[config.mk]
export PLATFORM = sky130hd
export DESIGN_NAME = msm_link
export DESIGN_NICKNAME = d
export VERILOG_FILES = /design/src/msm_pkg.sv /design/src/msm_link.sv
export SDC_FILE = /design/constraint.sdc
export NUM_CORES = 1
export LEC_CHECK = 0
export BUFFER_PORTS_ARGS = -buffer_cell sky130_fd_sc_hd__buf_2
export CAP_MARGIN = 0
export CORE_UTILIZATION = 30
export CTS_BUF_LIST = sky130_fd_sc_hd__clkbuf_2
export DETAILED_ROUTE_END_ITERATION = 6
export PLACE_DENSITY = 0.46
export SYNTH_ARGS = -nofsm -noshare
export SYNTH_HDL_FRONTEND = slang
export SYNTH_SLANG_ARGS = --single-unit
export TNS_END_PERCENT = 30
[constraint.sdc]
create_clock -name clk -period 7.5 [get_ports clk]
set_clock_uncertainty 0.15 [all_clocks]
set_input_delay 0.375 -clock clk [delete_from_list [all_inputs] [get_ports clk]]
set_output_delay 0.375 -clock clk [all_outputs]
set_load 0.05 [all_outputs]
[src/msm_pkg.sv]
// constants and carrier types for the manchester sensor messaging block
`default_nettype none
package msm_pkg;
  localparam int CLK_PERIOD_PS = 5000;
  // shortest half bit accepted; shorter low pulses are taken as noise
  localparam int MIN_HALF_NS = 50;
  localparam int MIN_HALF_CYC =
    (MIN_HALF_NS * 1000 + CLK_PERIOD_PS - 1) / CLK_PERIOD_PS;
  localparam int READ_LEN = 16;
  localparam int WRITE_LEN = 32;
  localparam int RESP_LEN = 27;
  // status and data bits only: sync pair and the crc itself stay out
  localparam int RESP_CRC_BITS = 22;
  localparam int RW_POS = 2;
  localparam logic [5:0] ACCESS_ADDR = 6'h3F;
  localparam logic [15:0] ACCESS_DATA = 16'h62D2;
  localparam logic [2:0] CRC_INIT = 3'h7;
  localparam logic [1:0] SYNC_PAIR = 2'h0;

  typedef struct packed {
    logic [1:0] dieId;
    logic broadcastFlag;
    logic abortErrorFlag;
    logic overrunFlag;
    logic checksumFailFlag;
  } msm_status_t;

  typedef struct packed {
    logic [3:0] target;
    logic [5:0] addr;
    logic [15:0] data;
  } msm_wr_t;
endpackage
`default_nettype wire

[src/msm_link.sv]
// manchester command receiver and read response transmitter
`timescale 1ns/1ps
`default_nettype none
module msm_link #(
  parameter int CNTW = 16
) (
  input wire logic clk,
  input wire logic rst_n,
  input wire logic supplyLevel,
  input wire logic [1:0] dieSel,
  input wire logic spiModeActive,
  input wire logic [15:0] rdWord,
  input wire logic pwmIn,
  output logic pwmOut,
  output logic pwmOe,
  output logic manchesterMode,
  output logic txBusy,
  output logic rdStrobe,
  output logic [5:0] rdAddr,
  output logic wrStrobe,
  output msm_pkg::msm_wr_t wrCmd,
  output logic abortErrorFlag,
  output logic overrunFlag,
  output logic checksumFailFlag
);
  typedef enum logic [1:0] {RX_IDLE, RX_MEAS, RX_BITS} msm_rx_t;
  typedef enum logic [1:0] {TX_IDLE, TX_WAIT, TX_SEND} msm_tx_t;

  function automatic logic [2:0] crcStep(input logic [2:0] c, input logic d);
    crcStep = {c[1], c[2] ^ d ^ c[0], c[2] ^ d};
  endfunction

  function automatic logic [2:0] crcOf(
    input logic [msm_pkg::RESP_CRC_BITS-1:0] v);
    logic [2:0] c;
    c = msm_pkg::CRC_INIT;
    for (int i = msm_pkg::RESP_CRC_BITS - 1; i >= 0; i--) begin
      c = crcStep(c, v[i]);
    end
    crcOf = c;
  endfunction

  msm_rx_t rxState_r;
  msm_tx_t txState_r;
  logic lineD_r;
  logic [1:0] dieId_r;
  logic [CNTW-1:0] rxHalf_r;
  logic [CNTW+1:0] rxTimer_r;
  logic [5:0] bitCnt_r;
  logic rw_r;
  logic [31:0] sh_r;
  logic [2:0] crc_r;
  logic rxDone_r;
  logic rxAbort;
  logic [CNTW-1:0] txHalf_r;
  logic [CNTW-1:0] txCnt_r;
  logic txPhase_r;
  logic [4:0] txIdx_r;
  localparam int RESP_BITS = msm_pkg::RESP_LEN;
  logic [RESP_BITS-1:0] txSh_r;
  logic broadcastFlag_r;

  // receiver edge decode
  logic rise;
  logic fall;
  logic edgeSeen;
  logic [CNTW+1:0] winLo;
  logic [CNTW+1:0] winMid;
  logic [CNTW+1:0] winHi;
  logic dataEdge;
  logic [5:0] frameLen;
  logic [5:0] cntNew;

  assign rise = supplyLevel & ~lineD_r;
  assign fall = ~supplyLevel & lineD_r;
  assign edgeSeen = rise | fall;
  assign winLo = {3'h0, rxHalf_r[CNTW-1:1]};
  assign winMid = {2'h0, rxHalf_r} + winLo;
  assign winHi = winMid + {2'h0, rxHalf_r};
  assign dataEdge = edgeSeen && rxTimer_r >= winMid;
  assign cntNew = bitCnt_r + 6'h01;
  always_comb begin
    if (bitCnt_r == 6'(msm_pkg::RW_POS)) begin
      frameLen = fall ? 6'(msm_pkg::READ_LEN) : 6'(msm_pkg::WRITE_LEN);
    end else begin
      frameLen = rw_r ? 6'(msm_pkg::READ_LEN) : 6'(msm_pkg::WRITE_LEN);
    end
  end
  // too-early edge, missing edge, or a one in the second sync slot
  assign rxAbort = rxState_r == RX_BITS && ((edgeSeen && rxTimer_r < winLo)
    || rxTimer_r > winHi || (dataEdge && bitCnt_r == 6'h01 && fall));

  always_ff @(posedge clk or negedge rst_n) begin
    if (!rst_n) begin
      lineD_r <= 1'b1;
      dieId_r <= 2'h0;
    end else begin
      lineD_r <= supplyLevel;
      dieId_r <= dieSel;
    end
  end

  always_ff @(posedge clk or negedge rst_n) begin
    if (!rst_n) begin
      rxState_r <= RX_IDLE;
      rxHalf_r <= '0;
      rxTimer_r <= '0;
      bitCnt_r <= 6'h00;
      rw_r <= 1'b0;
      sh_r <= 32'h0000_0000;
      crc_r <= msm_pkg::CRC_INIT;
      rxDone_r <= 1'b0;
    end else begin
      rxDone_r <= 1'b0;
      case (rxState_r)
        RX_IDLE: begin
          rxTimer_r <= '0;
          if (fall) begin
            rxState_r <= RX_MEAS;
          end
        end
        RX_MEAS: begin
          // low half of the first sync zero gives this frame's rate
          rxTimer_r <= rxTimer_r + 1'b1;
          if (rise) begin
            // timer starts one cycle after the fall, so add that cycle
            if (rxTimer_r < (CNTW+2)'(msm_pkg::MIN_HALF_CYC - 1)) begin
              rxState_r <= RX_IDLE;
            end else begin
              rxHalf_r <= rxTimer_r[CNTW-1:0] + 1'b1;
              rxTimer_r <= '0;
              bitCnt_r <= 6'h01;
              sh_r <= 32'h0000_0000;
              crc_r <= msm_pkg::CRC_INIT;
              rxState_r <= RX_BITS;
            end
          end else if (rxTimer_r[CNTW]) begin
            rxState_r <= RX_IDLE;
          end
        end
        RX_BITS: begin
          rxTimer_r <= rxTimer_r + 1'b1;
          if (rxAbort) begin
            rxState_r <= RX_IDLE;
          end else if (dataEdge) begin
            // falling mid-bit edge carries a one
            sh_r <= {sh_r[30:0], fall};
            if (bitCnt_r >= 6'(msm_pkg::RW_POS) && cntNew <= frameLen - 6'h03)
            begin
              crc_r <= crcStep(crc_r, fall);
            end
            if (bitCnt_r == 6'(msm_pkg::RW_POS)) begin
              rw_r <= fall;
            end
            bitCnt_r <= cntNew;
            rxTimer_r <= '0;
            if (cntNew == frameLen) begin
              rxDone_r <= 1'b1;
              rxState_r <= RX_IDLE;
            end
          end
        end
        default: rxState_r <= RX_IDLE;
      endcase
    end
  end

  // frame fields, valid while rxDone_r is high
  logic isRead;
  logic [3:0] tid;
  logic [5:0] addr;
  logic [15:0] wdata;
  logic crcOk;
  logic selected;
  logic isModeCode;
  logic txLoad;
  logic readAccept;
  msm_pkg::msm_status_t statNxt;
  logic [15:0] txWord;

  assign isRead = rw_r;
  assign tid = isRead ? sh_r[12:9] : sh_r[28:25];
  assign addr = isRead ? sh_r[8:3] : sh_r[24:19];
  assign wdata = sh_r[18:3];
  assign crcOk = sh_r[2:0] == crc_r;
  assign selected = tid == 4'h0 || tid[dieId_r];
  assign isModeCode = !isRead && addr == msm_pkg::ACCESS_ADDR;
  // a complete read or write during a response is dropped as an overrun; a mode code still applies
  assign readAccept = rxDone_r && crcOk && isRead && manchesterMode
    && selected && txState_r == TX_IDLE;
  assign txLoad = txState_r == TX_WAIT && txCnt_r == txHalf_r - 1'b1;
  // odd address: only the odd byte, high byte forced to zero
  assign txWord = rdAddr[0] ? {8'h00, rdWord[7:0]} : rdWord;
  always_comb begin
    statNxt.broadcastFlag = broadcastFlag_r;
    statNxt.dieId = broadcastFlag_r ? 2'h0 : dieId_r;
    statNxt.abortErrorFlag = abortErrorFlag;
    statNxt.overrunFlag = overrunFlag;
    statNxt.checksumFailFlag = checksumFailFlag;
  end

  always_ff @(posedge clk or negedge rst_n) begin
    if (!rst_n) begin
      manchesterMode <= 1'b0;
    end else if (rxDone_r && crcOk && isModeCode) begin
      manchesterMode <= wdata == msm_pkg::ACCESS_DATA;
    end
  end

  always_ff @(posedge clk or negedge rst_n) begin
    if (!rst_n) begin
      wrStrobe <= 1'b0;
      wrCmd <= '0;
      rdStrobe <= 1'b0;
      rdAddr <= 6'h00;
      broadcastFlag_r <= 1'b0;
    end else begin
      wrStrobe <= rxDone_r && crcOk && !isRead && !isModeCode && manchesterMode
        && selected && txState_r == TX_IDLE;
      rdStrobe <= readAccept;
      if (rxDone_r && !isRead) begin
        wrCmd <= '{target: tid, addr: addr, data: wdata};
      end
      if (readAccept) begin
        rdAddr <= addr;
        broadcastFlag_r <= tid == 4'h0 || spiModeActive;
      end
    end
  end

  // sticky errors: a new event in the clearing cycle survives
  always_ff @(posedge clk or negedge rst_n) begin
    if (!rst_n) begin
      abortErrorFlag <= 1'b0;
      overrunFlag <= 1'b0;
      checksumFailFlag <= 1'b0;
    end else begin
      abortErrorFlag <= rxAbort || (abortErrorFlag && !txLoad);
      overrunFlag <= (rxDone_r && txState_r != TX_IDLE)
        || (overrunFlag && !txLoad);
      checksumFailFlag <= (rxDone_r && !crcOk)
        || (checksumFailFlag && !txLoad);
    end
  end

  always_ff @(posedge clk or negedge rst_n) begin
    if (!rst_n) begin
      txState_r <= TX_IDLE;
      txHalf_r <= '0;
      txCnt_r <= '0;
      txPhase_r <= 1'b0;
      txIdx_r <= 5'h00;
      txSh_r <= '0;
      txBusy <= 1'b0;
      pwmOe <= 1'b0;
      pwmOut <= 1'b0;
    end else begin
      pwmOut <= 1'b0;
      case (txState_r)
        TX_IDLE: begin
          pwmOe <= 1'b0;
          if (readAccept) begin
            // waits out the second half of the last crc bit
            txHalf_r <= rxHalf_r;
            txCnt_r <= '0;
            txBusy <= 1'b1;
            txState_r <= TX_WAIT;
          end
        end
        TX_WAIT: begin
          txCnt_r <= txCnt_r + 1'b1;
          if (txLoad) begin
            txSh_r <= {msm_pkg::SYNC_PAIR, statNxt, txWord,
              crcOf({statNxt, txWord})};
            txCnt_r <= '0;
            txPhase_r <= 1'b0;
            txIdx_r <= 5'h00;
            pwmOe <= 1'b1;
            txState_r <= TX_SEND;
          end
        end
        TX_SEND: begin
          txCnt_r <= txCnt_r + 1'b1;
          if (txCnt_r == txHalf_r - 1'b1) begin
            txCnt_r <= '0;
            txPhase_r <= ~txPhase_r;
            if (!txPhase_r) begin
              pwmOe <= txSh_r[RESP_BITS-1];
            end else if (txIdx_r == 5'(RESP_BITS - 1)) begin
              pwmOe <= 1'b0;
              txBusy <= 1'b0;
              txState_r <= TX_IDLE;
            end else begin
              txIdx_r <= txIdx_r + 5'h01;
              txSh_r <= {txSh_r[RESP_BITS-2:0], 1'b0};
              pwmOe <= ~txSh_r[RESP_BITS-2];
            end
          end
        end
        default: txState_r <= TX_IDLE;
      endcase
    end
  end

  chk_od_low_only: assert property (@(posedge clk) disable iff (!rst_n)
    pwmOut == 1'b0) else $error("response pin driven high");
  chk_resp_needs_mode: assert property (@(posedge clk) disable iff (!rst_n)
    $rose(txBusy) |-> manchesterMode) else $error("reply outside mode");
  chk_read_starts_tx: assert property (@(posedge clk) disable iff (!rst_n)
    readAccept |=> txBusy && rdStrobe ##1 !rdStrobe)
    else $error("read not answered");
  chk_bcast_value: assert property (@(posedge clk) disable iff (!rst_n)
    readAccept |=> broadcastFlag_r == ($past(tid) == 4'h0 || $past(spiModeActive)))
    else $error("broadcast flag wrong");
  chk_bcast_id: assert property (@(posedge clk) disable iff (!rst_n)
    txLoad |=> txSh_r[24:23] == (broadcastFlag_r ? 2'h0 : dieId_r))
    else $error("response id wrong");
  chk_crc_flag: assert property (@(posedge clk) disable iff (!rst_n)
    rxDone_r && !crcOk |=> checksumFailFlag && !rdStrobe && !wrStrobe)
    else $error("crc failure not recorded");
  chk_overrun_flag: assert property (@(posedge clk) disable iff (!rst_n)
    rxDone_r && txBusy && txState_r != TX_IDLE |=> overrunFlag)
    else $error("overrun not recorded");
  chk_flag_clear: assert property (@(posedge clk) disable iff (!rst_n)
    txLoad && !rxAbort |=> !abortErrorFlag)
    else $error("abort flag not cleared");
  chk_odd_zero: assert property (@(posedge clk) disable iff (!rst_n)
    txLoad && rdAddr[0] |=> txSh_r[18:11] == 8'h00)
    else $error("odd read high byte not zero");
  chk_mode_codes: assert property (@(posedge clk) disable iff (!rst_n)
    rxDone_r && crcOk && isModeCode |=>
    manchesterMode == ($past(wdata) == msm_pkg::ACCESS_DATA))
    else $error("mode code not applied");
  chk_resp_sync: assert property (@(posedge clk) disable iff (!rst_n)
    txLoad |=> pwmOe && txSh_r[26:25] == 2'h0)
    else $error("response not opening with sync zero");

  cov_access: cover property (@(posedge clk) disable iff (!rst_n)
    $rose(manchesterMode));
  cov_response: cover property (@(posedge clk) disable iff (!rst_n)
    $fell(txBusy));
  cov_overrun: cover property (@(posedge clk) disable iff (!rst_n)
    $rose(overrunFlag));
  cov_crc_fail: cover property (@(posedge clk) disable iff (!rst_n)
    $rose(checksumFailFlag));
endmodule // msm_link
`default_nettype wire

==> results of run 1 <==
per-stage QoR:
step / hold WS, ns / power, mW / util [%]
after floorplan: -0.0706 / 1.23 / -
after global placement: 0.306 / 1.32 / 32.8
after detailed placement: 0.309 / 1.32 / 32.8
after CTS: 0.00379 / 1.85 / 34.0
after global routing: 0.00351 / 1.92 / 34.0
final: 0.0805 / 1.82 / 34.0
power breakdown:
part	switching, mW	internal (mW)
combinational	0.170	0.104
sequential	0.0178	1.02
clock	0.402	0.103
total	0.590	1.23
logic make-up (layout without fill, tap and decap cells):
logic type	after synthesis	after routing	share of synthesized area [%]
buffers and inverters	134	211	4.37
and+or+nand+nor	351	351	14.6
DFF	187	187	37.9
xor gates and xnor gates	95	95	6.73
other	1	2	0.0303
AOI/OAI and AO/OA	299	299	16.5
adders and majority gates	108	108	11.1
muxes	89	89	8.82
final cells by class:
cell class / count / area share (%)
multi-input cells: 943 / 52.3
flip-flops and latches: 187 / 34.3
well taps: 525 / 4.81
repair buffers: 96 / 4.65
inverters: 83 / 2.28
clock inverters: 14 / 0.953
clock buffers: 18 / 0.660
diodes: 1 / 0.0183
worst max-delay path by stage:
stage | end | slack (ns)
global placement | bitCnt_r[2] | 0.73
global route | bitCnt_r[2] | 0.10
finish | bitCnt_r[2] | 0.62
CTS | bitCnt_r[2] | 0.57
detailed placement | bitCnt_r[2] | 0.66
floorplan | bitCnt_r[0] | 1.39
cells in the final DEF, fill, tap and decap left out, types with 6 or more instances in the layout:
cell type      netlist  routed
nand4_1             26      26
nor3_1              18      18
nand2b_1            25      25
clkbuf_2             0      18
xnor2_1             57      57
o22ai_1              8       8
and3_1              20      20
nor2_1              56      56
mux2_2              47      47
a31oi_1             16      16
mux2_4              23      23
nand3_1             36      36
nor4_1              12      12
o41ai_1              6       6
a22o_1              41      41
dlygate4sd3_1        0      23
a21oi_1             53      52
ha_1               106     106
buf_2                3      60
mux2i_1             17      17
xor2_1              38      38
nand2_1            110     110
a21o_1              28      28
a211oi_1             6       6
dfrtp_1            183     183
o21a_1               9       9
o31ai_1             11      11
inv_1               82      82
o21ai_0             79      79
buf_4                1      12
nor2b_1             15      15
metal layers:
layer / share of wire (%) / vias up
met5: 0 / -
met4: 0.96 / 0
met3: 2.3 / 15
met2: 45 / 114
met1: 52 / 4528
li1: - / 4691
sequential cells by signal, indices dropped and copies added, names as in the netlist, 3 cells and up:
signal     flops
rxTimer_r     18
wrCmd         26
txIdx_r        5
sh_r          29
txSh_r        27
txCnt_r       16
bitCnt_r       6
txHalf_r      16
rdAddr         6
crc_r          3
rxHalf_r      16
==> flow_summary.yaml, run 1 <==
placed_design:
  port_buffers: 61
  dpl-instance-area_um2: 13200
  place_congestion: 0.804
  dp_hpwl_um: 21600
  dp_cells: 1811
  pre_cts_ws_ns: 0.658
grt:
  antenna_found_initial: 1
  track_usage_pct: 14.6
  gr-usage-met1_pct: 21.3
  met3_usage_pct: 1.99
  top_usage_layer: "met2"
  grt_pass1_vias: 9122
  grt_pass1_wl_um: 49000
  grt_max_degree: 114
  gr-total-overflow: 0
  use_met2_pct: 22.7
clock_network:
  post-cts-setup-buffers: 0
  cts_tree: "done"
  cts.path.max_buffers: 2
  ctsRootBufferMaster: "clkbuf_2"
  clock_latency_ns: 0.80
  htreeDepth: 4
  numCtsBuffers: 17
  cts_hold_buf: 23
  clock_sink_count: 187
  ctsResizeCount: 0
  clk_pin_slew_ns: 0.31
cells_and_area:
  layout-drive-gt1-share_pct: 14.8
  fillCellCount: 4204
  fin_area_um2: 13700
  area_growth_syn_to_layout_pct: 10.5
  area.sequential_um2: 4680
  instances_no_fill: 1867
  multi_input_area_um2: 7140
  final_net_count: 1459
floorplanning:
  die-area_um2: 42000
  start_util_pct: 30.8
  core_area_um2: 40200
  rows: 73
  die_height_um: 205
  num_io_pins: 64
  fp.dieW_um: 205
synthesis:
  synth_top_area_share_pct: 37.1
  synth_cells: 1264
  syn_area_um2: 12400
  synthesis.nets: 1395
  dominantRegCellSynth: "dfrtp_1"
  yosys.area.top_type: "dfrtp_1"
  synth_edf_count: 0
  yosys-top-cells-count: "183 x dfrtp_1, 110 x nand2_1, 106 x ha_1"
  async_flop_share_pct: 100
  syn_avg_cell_area_um2: 9.78
  synth_warnings: 0
  synth_cell_types: 80
  yosysSeqAreaShare_pct: 37.9
  synth_area_leaders: "dfrtp_1 37%, ha_1 11%, mux2_2 4.3%"
  yosysMostFrequentCell: "dfrtp_1"
  ys_ff_latch: 187
route:
  vias: 9348
  first_iter_violations: 532
  wl_per_cell_um: 16.1
  detail-route-antenna-nets: 0
  firstDrtPassIters: 5
  drc: 0
  wirelength_um: 30000
  viasPerCell: 5.01
worst_setup_path:
  crit_cells: 28
  crit_buf_inv: 3
  worst_ep_arrival_time_ns: 7.44
  cp.required_ns: 8.07
  worst_setup_path_end_kind: "register"
  cp_max_fo: 32
  worst_path_most_repeated_cell: "a21oi_1"
  crit_slowest_cell: "dfrtp_1"
  crit_start: "rxHalf_r[1]"
  r2r_end: "bitCnt_r[2]"
  cp-start-kind: "register"
  worstSetupPathType: "register to register"
  r2r_slack_ns: 0.62
  worst_r2r_path_depth: 28
  critPathMaxStageDelay_ns: 0.54
  cp_top_family: "compound AO/OA/AOI/OAI gates"
  r2r_start: "rxHalf_r[1]"
outcome:
  outcome: "finished clean"
timing:
  hold_violations: 0
  fin_ws_ns: 0.623
  min_period_ns: 6.88
  finalSetupViolations: 0
  worstMarginPinSlew_ns: 1.08
  clock.fmax_mhz: 145
  fin_crit_sh_pct: 91.7
  tns_ns: 0
  max-slew-margin-rel_pct: 27.0
  slew_viol_final: 0
  rsz0062_at_grt: "false"
pwr:
  powerDensity_nw_per_um2: 133
  leakagePower_nw: 6.70
  ir_drop_mv: 0.0928
worst_hold_path:
  hold_class: "primary input to async pin"
run:
  cap_violations: 0
Note: power is estimated with default switching activity, not from simulation.
==> run 2: changes to the inputs <==
--- a/config.mk
+++ b/config.mk
@@ -5,7 +5,7 @@
 export SDC_FILE = /design/constraint.sdc
 export NUM_CORES = 1
 export LEC_CHECK = 0
-export BUFFER_PORTS_ARGS = -buffer_cell sky130_fd_sc_hd__buf_2
+export BUFFER_PORTS_ARGS = -buffer_cell sky130_fd_sc_hd__clkbuf_2
 export CAP_MARGIN = 0
 export CORE_UTILIZATION = 30
 export CTS_BUF_LIST = sky130_fd_sc_hd__clkbuf_2
==> flow_summary.yaml, run 2 (synthesized netlist as in run 1, its figures left out) <==
outcome:
  outcome: "finished clean"
route:
  first_iter_violations: 579
  drc: 0
  viasPerCell: 5.08
  wirelength_um: 30000
  vias: 9478
  wl_per_cell_um: 16.1
  detail-route-antenna-nets: 0
  firstDrtPassIters: 7
floorplanning:
  num_io_pins: 64
  core_area_um2: 40200
  die_height_um: 205
  fp.dieW_um: 205
  start_util_pct: 30.8
  rows: 73
  die-area_um2: 42000
pwr:
  p_clk_share_pct: 30.4
  sw_frac_of_total_pct: 31.2
  p_int_mw: 1.30
  p_comb_share_pct: 14.4
  leakagePower_nw: 6.69
  sequentialPowerShare_pct: 55.2
  ir_drop_mv: 0.0840
  power_mw: 1.89
  powerDensity_nw_per_um2: 138
  switching_power_mw: 0.589
timing:
  hold_violations: 0
  rsz0062_at_grt: "false"
  tns_ns: 0
  worstMarginPinSlew_ns: 1.13
  finalSetupViolations: 0
  min_period_ns: 6.85
  hold_slack_ns: 0.0459
  slew_viol_final: 0
  clock.fmax_mhz: 146
  max-slew-margin-rel_pct: 24.2
  fin_crit_sh_pct: 91.4
worst_setup_path:
  crit_buf_inv: 3
  crit_cells: 28
  cp-start-kind: "register"
  cp_top_family: "compound AO/OA/AOI/OAI gates"
  worstSetupPathType: "register to register"
  crit_slowest_cell: "dfrtp_1"
  critPathMaxStageDelay_ns: 0.52
  worst_r2r_path_depth: 28
  worst_ep_arrival_time_ns: 7.42
  worst_path_most_repeated_cell: "a21oi_1"
  cp_max_fo: 32
  worst_setup_path_end_kind: "register"
  cp.required_ns: 8.07
grt:
  track_usage_pct: 14.6
  antenna_found_initial: 1
  gr-total-overflow: 0
  grt_max_degree: 111
  grt_pass1_wl_um: 49300
  grt_pass1_vias: 9190
worst_hold_path:
  hold_class: "primary input to async pin"
cells_and_area:
  largest_register_ffs: 29
  area_growth_syn_to_layout_pct: 10.8
  largestRegisters: "sh_r (29), txSh_r (27), wrCmd (26)"
  final_net_count: 1459
  layout-drive-gt1-share_pct: 14.8
  final_cell_mix: "183 x dfrtp_1, 110 x nand2_1, 106 x ha_1"
  layout_commonest_cell: "dfrtp_1"
  final_util_pct: 34.1
  instances_no_fill: 1867
  largest-register: "sh_r"
placed_design:
  dp_hpwl_um: 21600
  port_buffers: 61
  dp_cells: 1811
  place_congestion: 0.798
run:
  cap_violations: 0
clock_network:
  clock_latency_ns: 0.80
  clock_sink_count: 187
  htreeDepth: 4
  post-cts-setup-buffers: 0
  numCtsBuffers: 17
  ctsRootBufferMaster: "clkbuf_2"
  clk_pin_slew_ns: 0.30
  cts.path.max_buffers: 2
  cts_tree: "done"
==> run 2: cell count changes in the layout (fill, tap and decap cells not counted), sizes merged <==
cell and delta:
buf -60, clkbuf +60, clkinv -3, bufinv +2, inv +2, clkinvlp -1
==> run 2: worst reg2reg max path: cells and delay by family (launching register included) <==
kind | cells | cell delay, ns
xor+xnor | 2 | 0.44
buf+inv | 3 | 0.65
simple gates | 5 | 1.01
fa+ha+maj | 4 | 1.23
flops | 1 | 0.52
compound gates | 14 | 2.85
==> run 2: stage by stage <==
step	cell area (µm²)	setup slack, ns
after floorplan	12400	1.39
after global placement	13200	0.738
after detailed placement	13200	0.729
after CTS	13700	0.638
after global routing	13700	0.191
final	13700	0.647
==> run 2: timing repair <==
action | in CTS | in global routing
gates resized for setup | 0 | 0
hold buffers | 23 | 0
endpoints found under the hold margin | 129 | 0
==> run 2: cell type report <==
cell class	count	area, µm²
Tap cell	525	657
Sequential cell	187	4680
Clock inverter	14	175
Antenna cell	1	2.50
Multi-Input combinational cell	943	7140
Fill cell	4152	26500
Clock buffer	18	90.1
Timing Repair Buffer	96	634
Inverter	83	312
==> run 2: power by group through the flow <==
stage               registers (mW)  logic (mW)  clock network, mW
detailed placement            1.06       0.266                  0
global placement              1.06       0.264                  0
CTS                           1.04       0.277              0.607
finish                        1.04       0.273              0.575
global route                  1.05       0.305              0.639
floorplan                     1.05       0.178                  0
==> run 2: routing by layer <==
metal	global-route usage (%)	share of wire [%]	wire length (µm)	vias to the layer above
met5	0	0	0	-
met4	2.67	0.74	221	0
met3	1.86	2.1	636	15
met2	22.9	45	13700	109
met1	21.5	52	15500	4655
li1	-	-	-	4699
==> run 2: worst paths after layout <==
kind	startpoint	endpoint	slack [ns]
max	rxHalf_r[1]	bitCnt_r[2]	0.65
max reg2reg	rxHalf_r[1]	bitCnt_r[2]	0.65
min reg2reg	rdAddr[3]	rdAddr[3]	0.37
min in group clk	supplyLevel	lineD_r	0.10
min	rst_n	txSh_r[9]	0.05
max in group asynchronous	rst_n	rxTimer_r[17]	5.59
==> run 3: changes to the inputs <==
--- a/config.mk
+++ b/config.mk
@@ -10,6 +10,7 @@
 export CORE_UTILIZATION = 30
 export CTS_BUF_LIST = sky130_fd_sc_hd__clkbuf_2
 export DETAILED_ROUTE_END_ITERATION = 6
+export HOLD_SLACK_MARGIN = 0.08
 export PLACE_DENSITY = 0.46
 export SYNTH_ARGS = -nofsm -noshare
 export SYNTH_HDL_FRONTEND = slang
==> flow_summary.yaml, run 3 (synthesized netlist as in run 1, its figures left out) <==
clock_network:
  numCtsBuffers: 17
  clock_latency_ns: 0.80
  cts_hold_buf: 26
  cts_tree: "done"
  clk_pin_slew_ns: 0.31
  ctsResizeCount: 0
  post-cts-setup-buffers: 0
  clock_sink_count: 187
  ctsRootBufferMaster: "clkbuf_2"
  cts.path.max_buffers: 2
  htreeDepth: 4
cells_and_area:
  final_net_count: 1462
  layout_commonest_cell: "dfrtp_1"
  layout-drive-gt1-share_pct: 14.9
  area_growth_syn_to_layout_pct: 11.2
  largest-register: "sh_r"
  largest_register_ffs: 29
  final_cell_mix: "183 x dfrtp_1, 110 x nand2_1, 106 x ha_1"
  largestRegisters: "sh_r (29), txSh_r (27), wrCmd (26)"
  instances_no_fill: 1870
timing:
  fin_crit_sh_pct: 91.1
  max-slew-margin-rel_pct: 24.4
  hold_slack_ns: 0.319
  min_period_ns: 6.83
  worstMarginPinSlew_ns: 1.12
  slew_viol_final: 0
  rsz0062_at_grt: "false"
  clock.fmax_mhz: 146
  finalSetupViolations: 0
  tns_ns: 0
  hold_violations: 0
route:
  wl_per_cell_um: 16.1
  viasPerCell: 5.08
  wirelength_um: 30200
  vias: 9493
  drc: 0
  firstDrtPassIters: 5
  first_iter_violations: 554
  detail-route-antenna-nets: 0
grt:
  grt_max_degree: 79
  gr-usage-met1_pct: 21.5
  met3_usage_pct: 1.86
  use_met2_pct: 23.3
  track_usage_pct: 14.7
  grt_pass1_wl_um: 49600
  top_usage_layer: "met2"
  grt_pass1_vias: 9202
  gr-total-overflow: 0
  antenna_found_initial: 1
worst_setup_path:
  worstSetupPathType: "register to register"
  worst_setup_path_end_kind: "register"
  crit_slowest_cell: "dfrtp_1"
  worst_path_most_repeated_cell: "a21oi_1"
  r2r_end: "bitCnt_r[2]"
  critPathMaxStageDelay_ns: 0.52
  r2r_start: "rxHalf_r[1]"
  worst_ep_arrival_time_ns: 7.41
  cp-start-kind: "register"
  worst_r2r_path_depth: 28
  cp.required_ns: 8.07
  cp_max_fo: 32
  r2r_slack_ns: 0.67
pwr:
  powerDensity_nw_per_um2: 138
  power_mw: 1.89
  ir_drop_mv: 0.0827
  leakagePower_nw: 6.71
floorplanning:
  start_util_pct: 30.8
  core_area_um2: 40200
  fp.dieW_um: 205
  num_io_pins: 64
  die-area_um2: 42000
  die_height_um: 205
  rows: 73
worst_hold_path:
  hold_path_depth: 4
  hold_class: "primary input to register"
  hold-path-endpoint: "txSh_r[14]"
  hp-start: "rdWord[11]"
placed_design:
  dp_cells: 1811
  place_congestion: 0.798
  dp_hpwl_um: 21600
  port_buffers: 61
outcome:
  outcome: "finished clean"
run:
  cap_violations: 0
==> run 3: layout make-up <==
type                    count  area, µm²
diodes                      1       2.50
clock buffers              18       90.1
clock inverters            14        175
fillers                  4148      26400
inverters                  83        312
multi-input cells         943       7140
flip-flops and latches    187       4680
well taps                 525        657
repair buffers             99        682
==> run 3: critical path: cells and delay by family, from the launching register on <==
kind                       cells  cell delay [ns]
DFF                            1             0.52
AOI/OAI and AO/OA             14             2.81
buffers and inverters          3             0.65
and+or+nand+nor                5             1.01
adders and majority gates      4             1.24
xor gates and xnor gates       2             0.44
==> run 3: how the worst max path moves through the flow <==
stage | start | to | slack, ns | cells past startpoint
finish | rxHalf_r[1] | bitCnt_r[2] | 0.67 | 28
global route | rxHalf_r[1] | bitCnt_r[2] | 0.19 | 29
CTS | rxHalf_r[1] | bitCnt_r[2] | 0.64 | 28
detailed placement | rxHalf_r[1] | bitCnt_r[2] | 0.73 | 28
global placement | rxHalf_r[1] | bitCnt_r[2] | 0.74 | 28
floorplan | rxHalf_r[1] | bitCnt_r[0] | 1.39 | 27
==> run 3: power by group <==
| group | total, mW | internal (mW) | switching [mW] |
|---|---|---|---|
| Sequential | 1.04 | 1.02 | 0.0178 |
| Combinational | 0.275 | 0.106 | 0.169 |
| Clock | 0.573 | 0.172 | 0.401 |
| Total | 1.89 | 1.30 | 0.588 |
==> run 3: metal layers <==
layer	vias up	wire [µm]
li1	4701	-
met4	0	221
met5	-	0
met2	105	13800
met1	4672	15500
met3	15	643
==> run 3: per-stage QoR <==
stage	util [%]	cell area, µm²	worst slack [ns]
6_report	34.2	13700	0.666
5_1_grt	34.2	13700	0.191
4_1_cts	34.2	13700	0.638
3_5_place_dp	32.8	13200	0.729
3_3_place_gp	32.8	13200	0.738
2_1_floorplan	-	12400	1.39
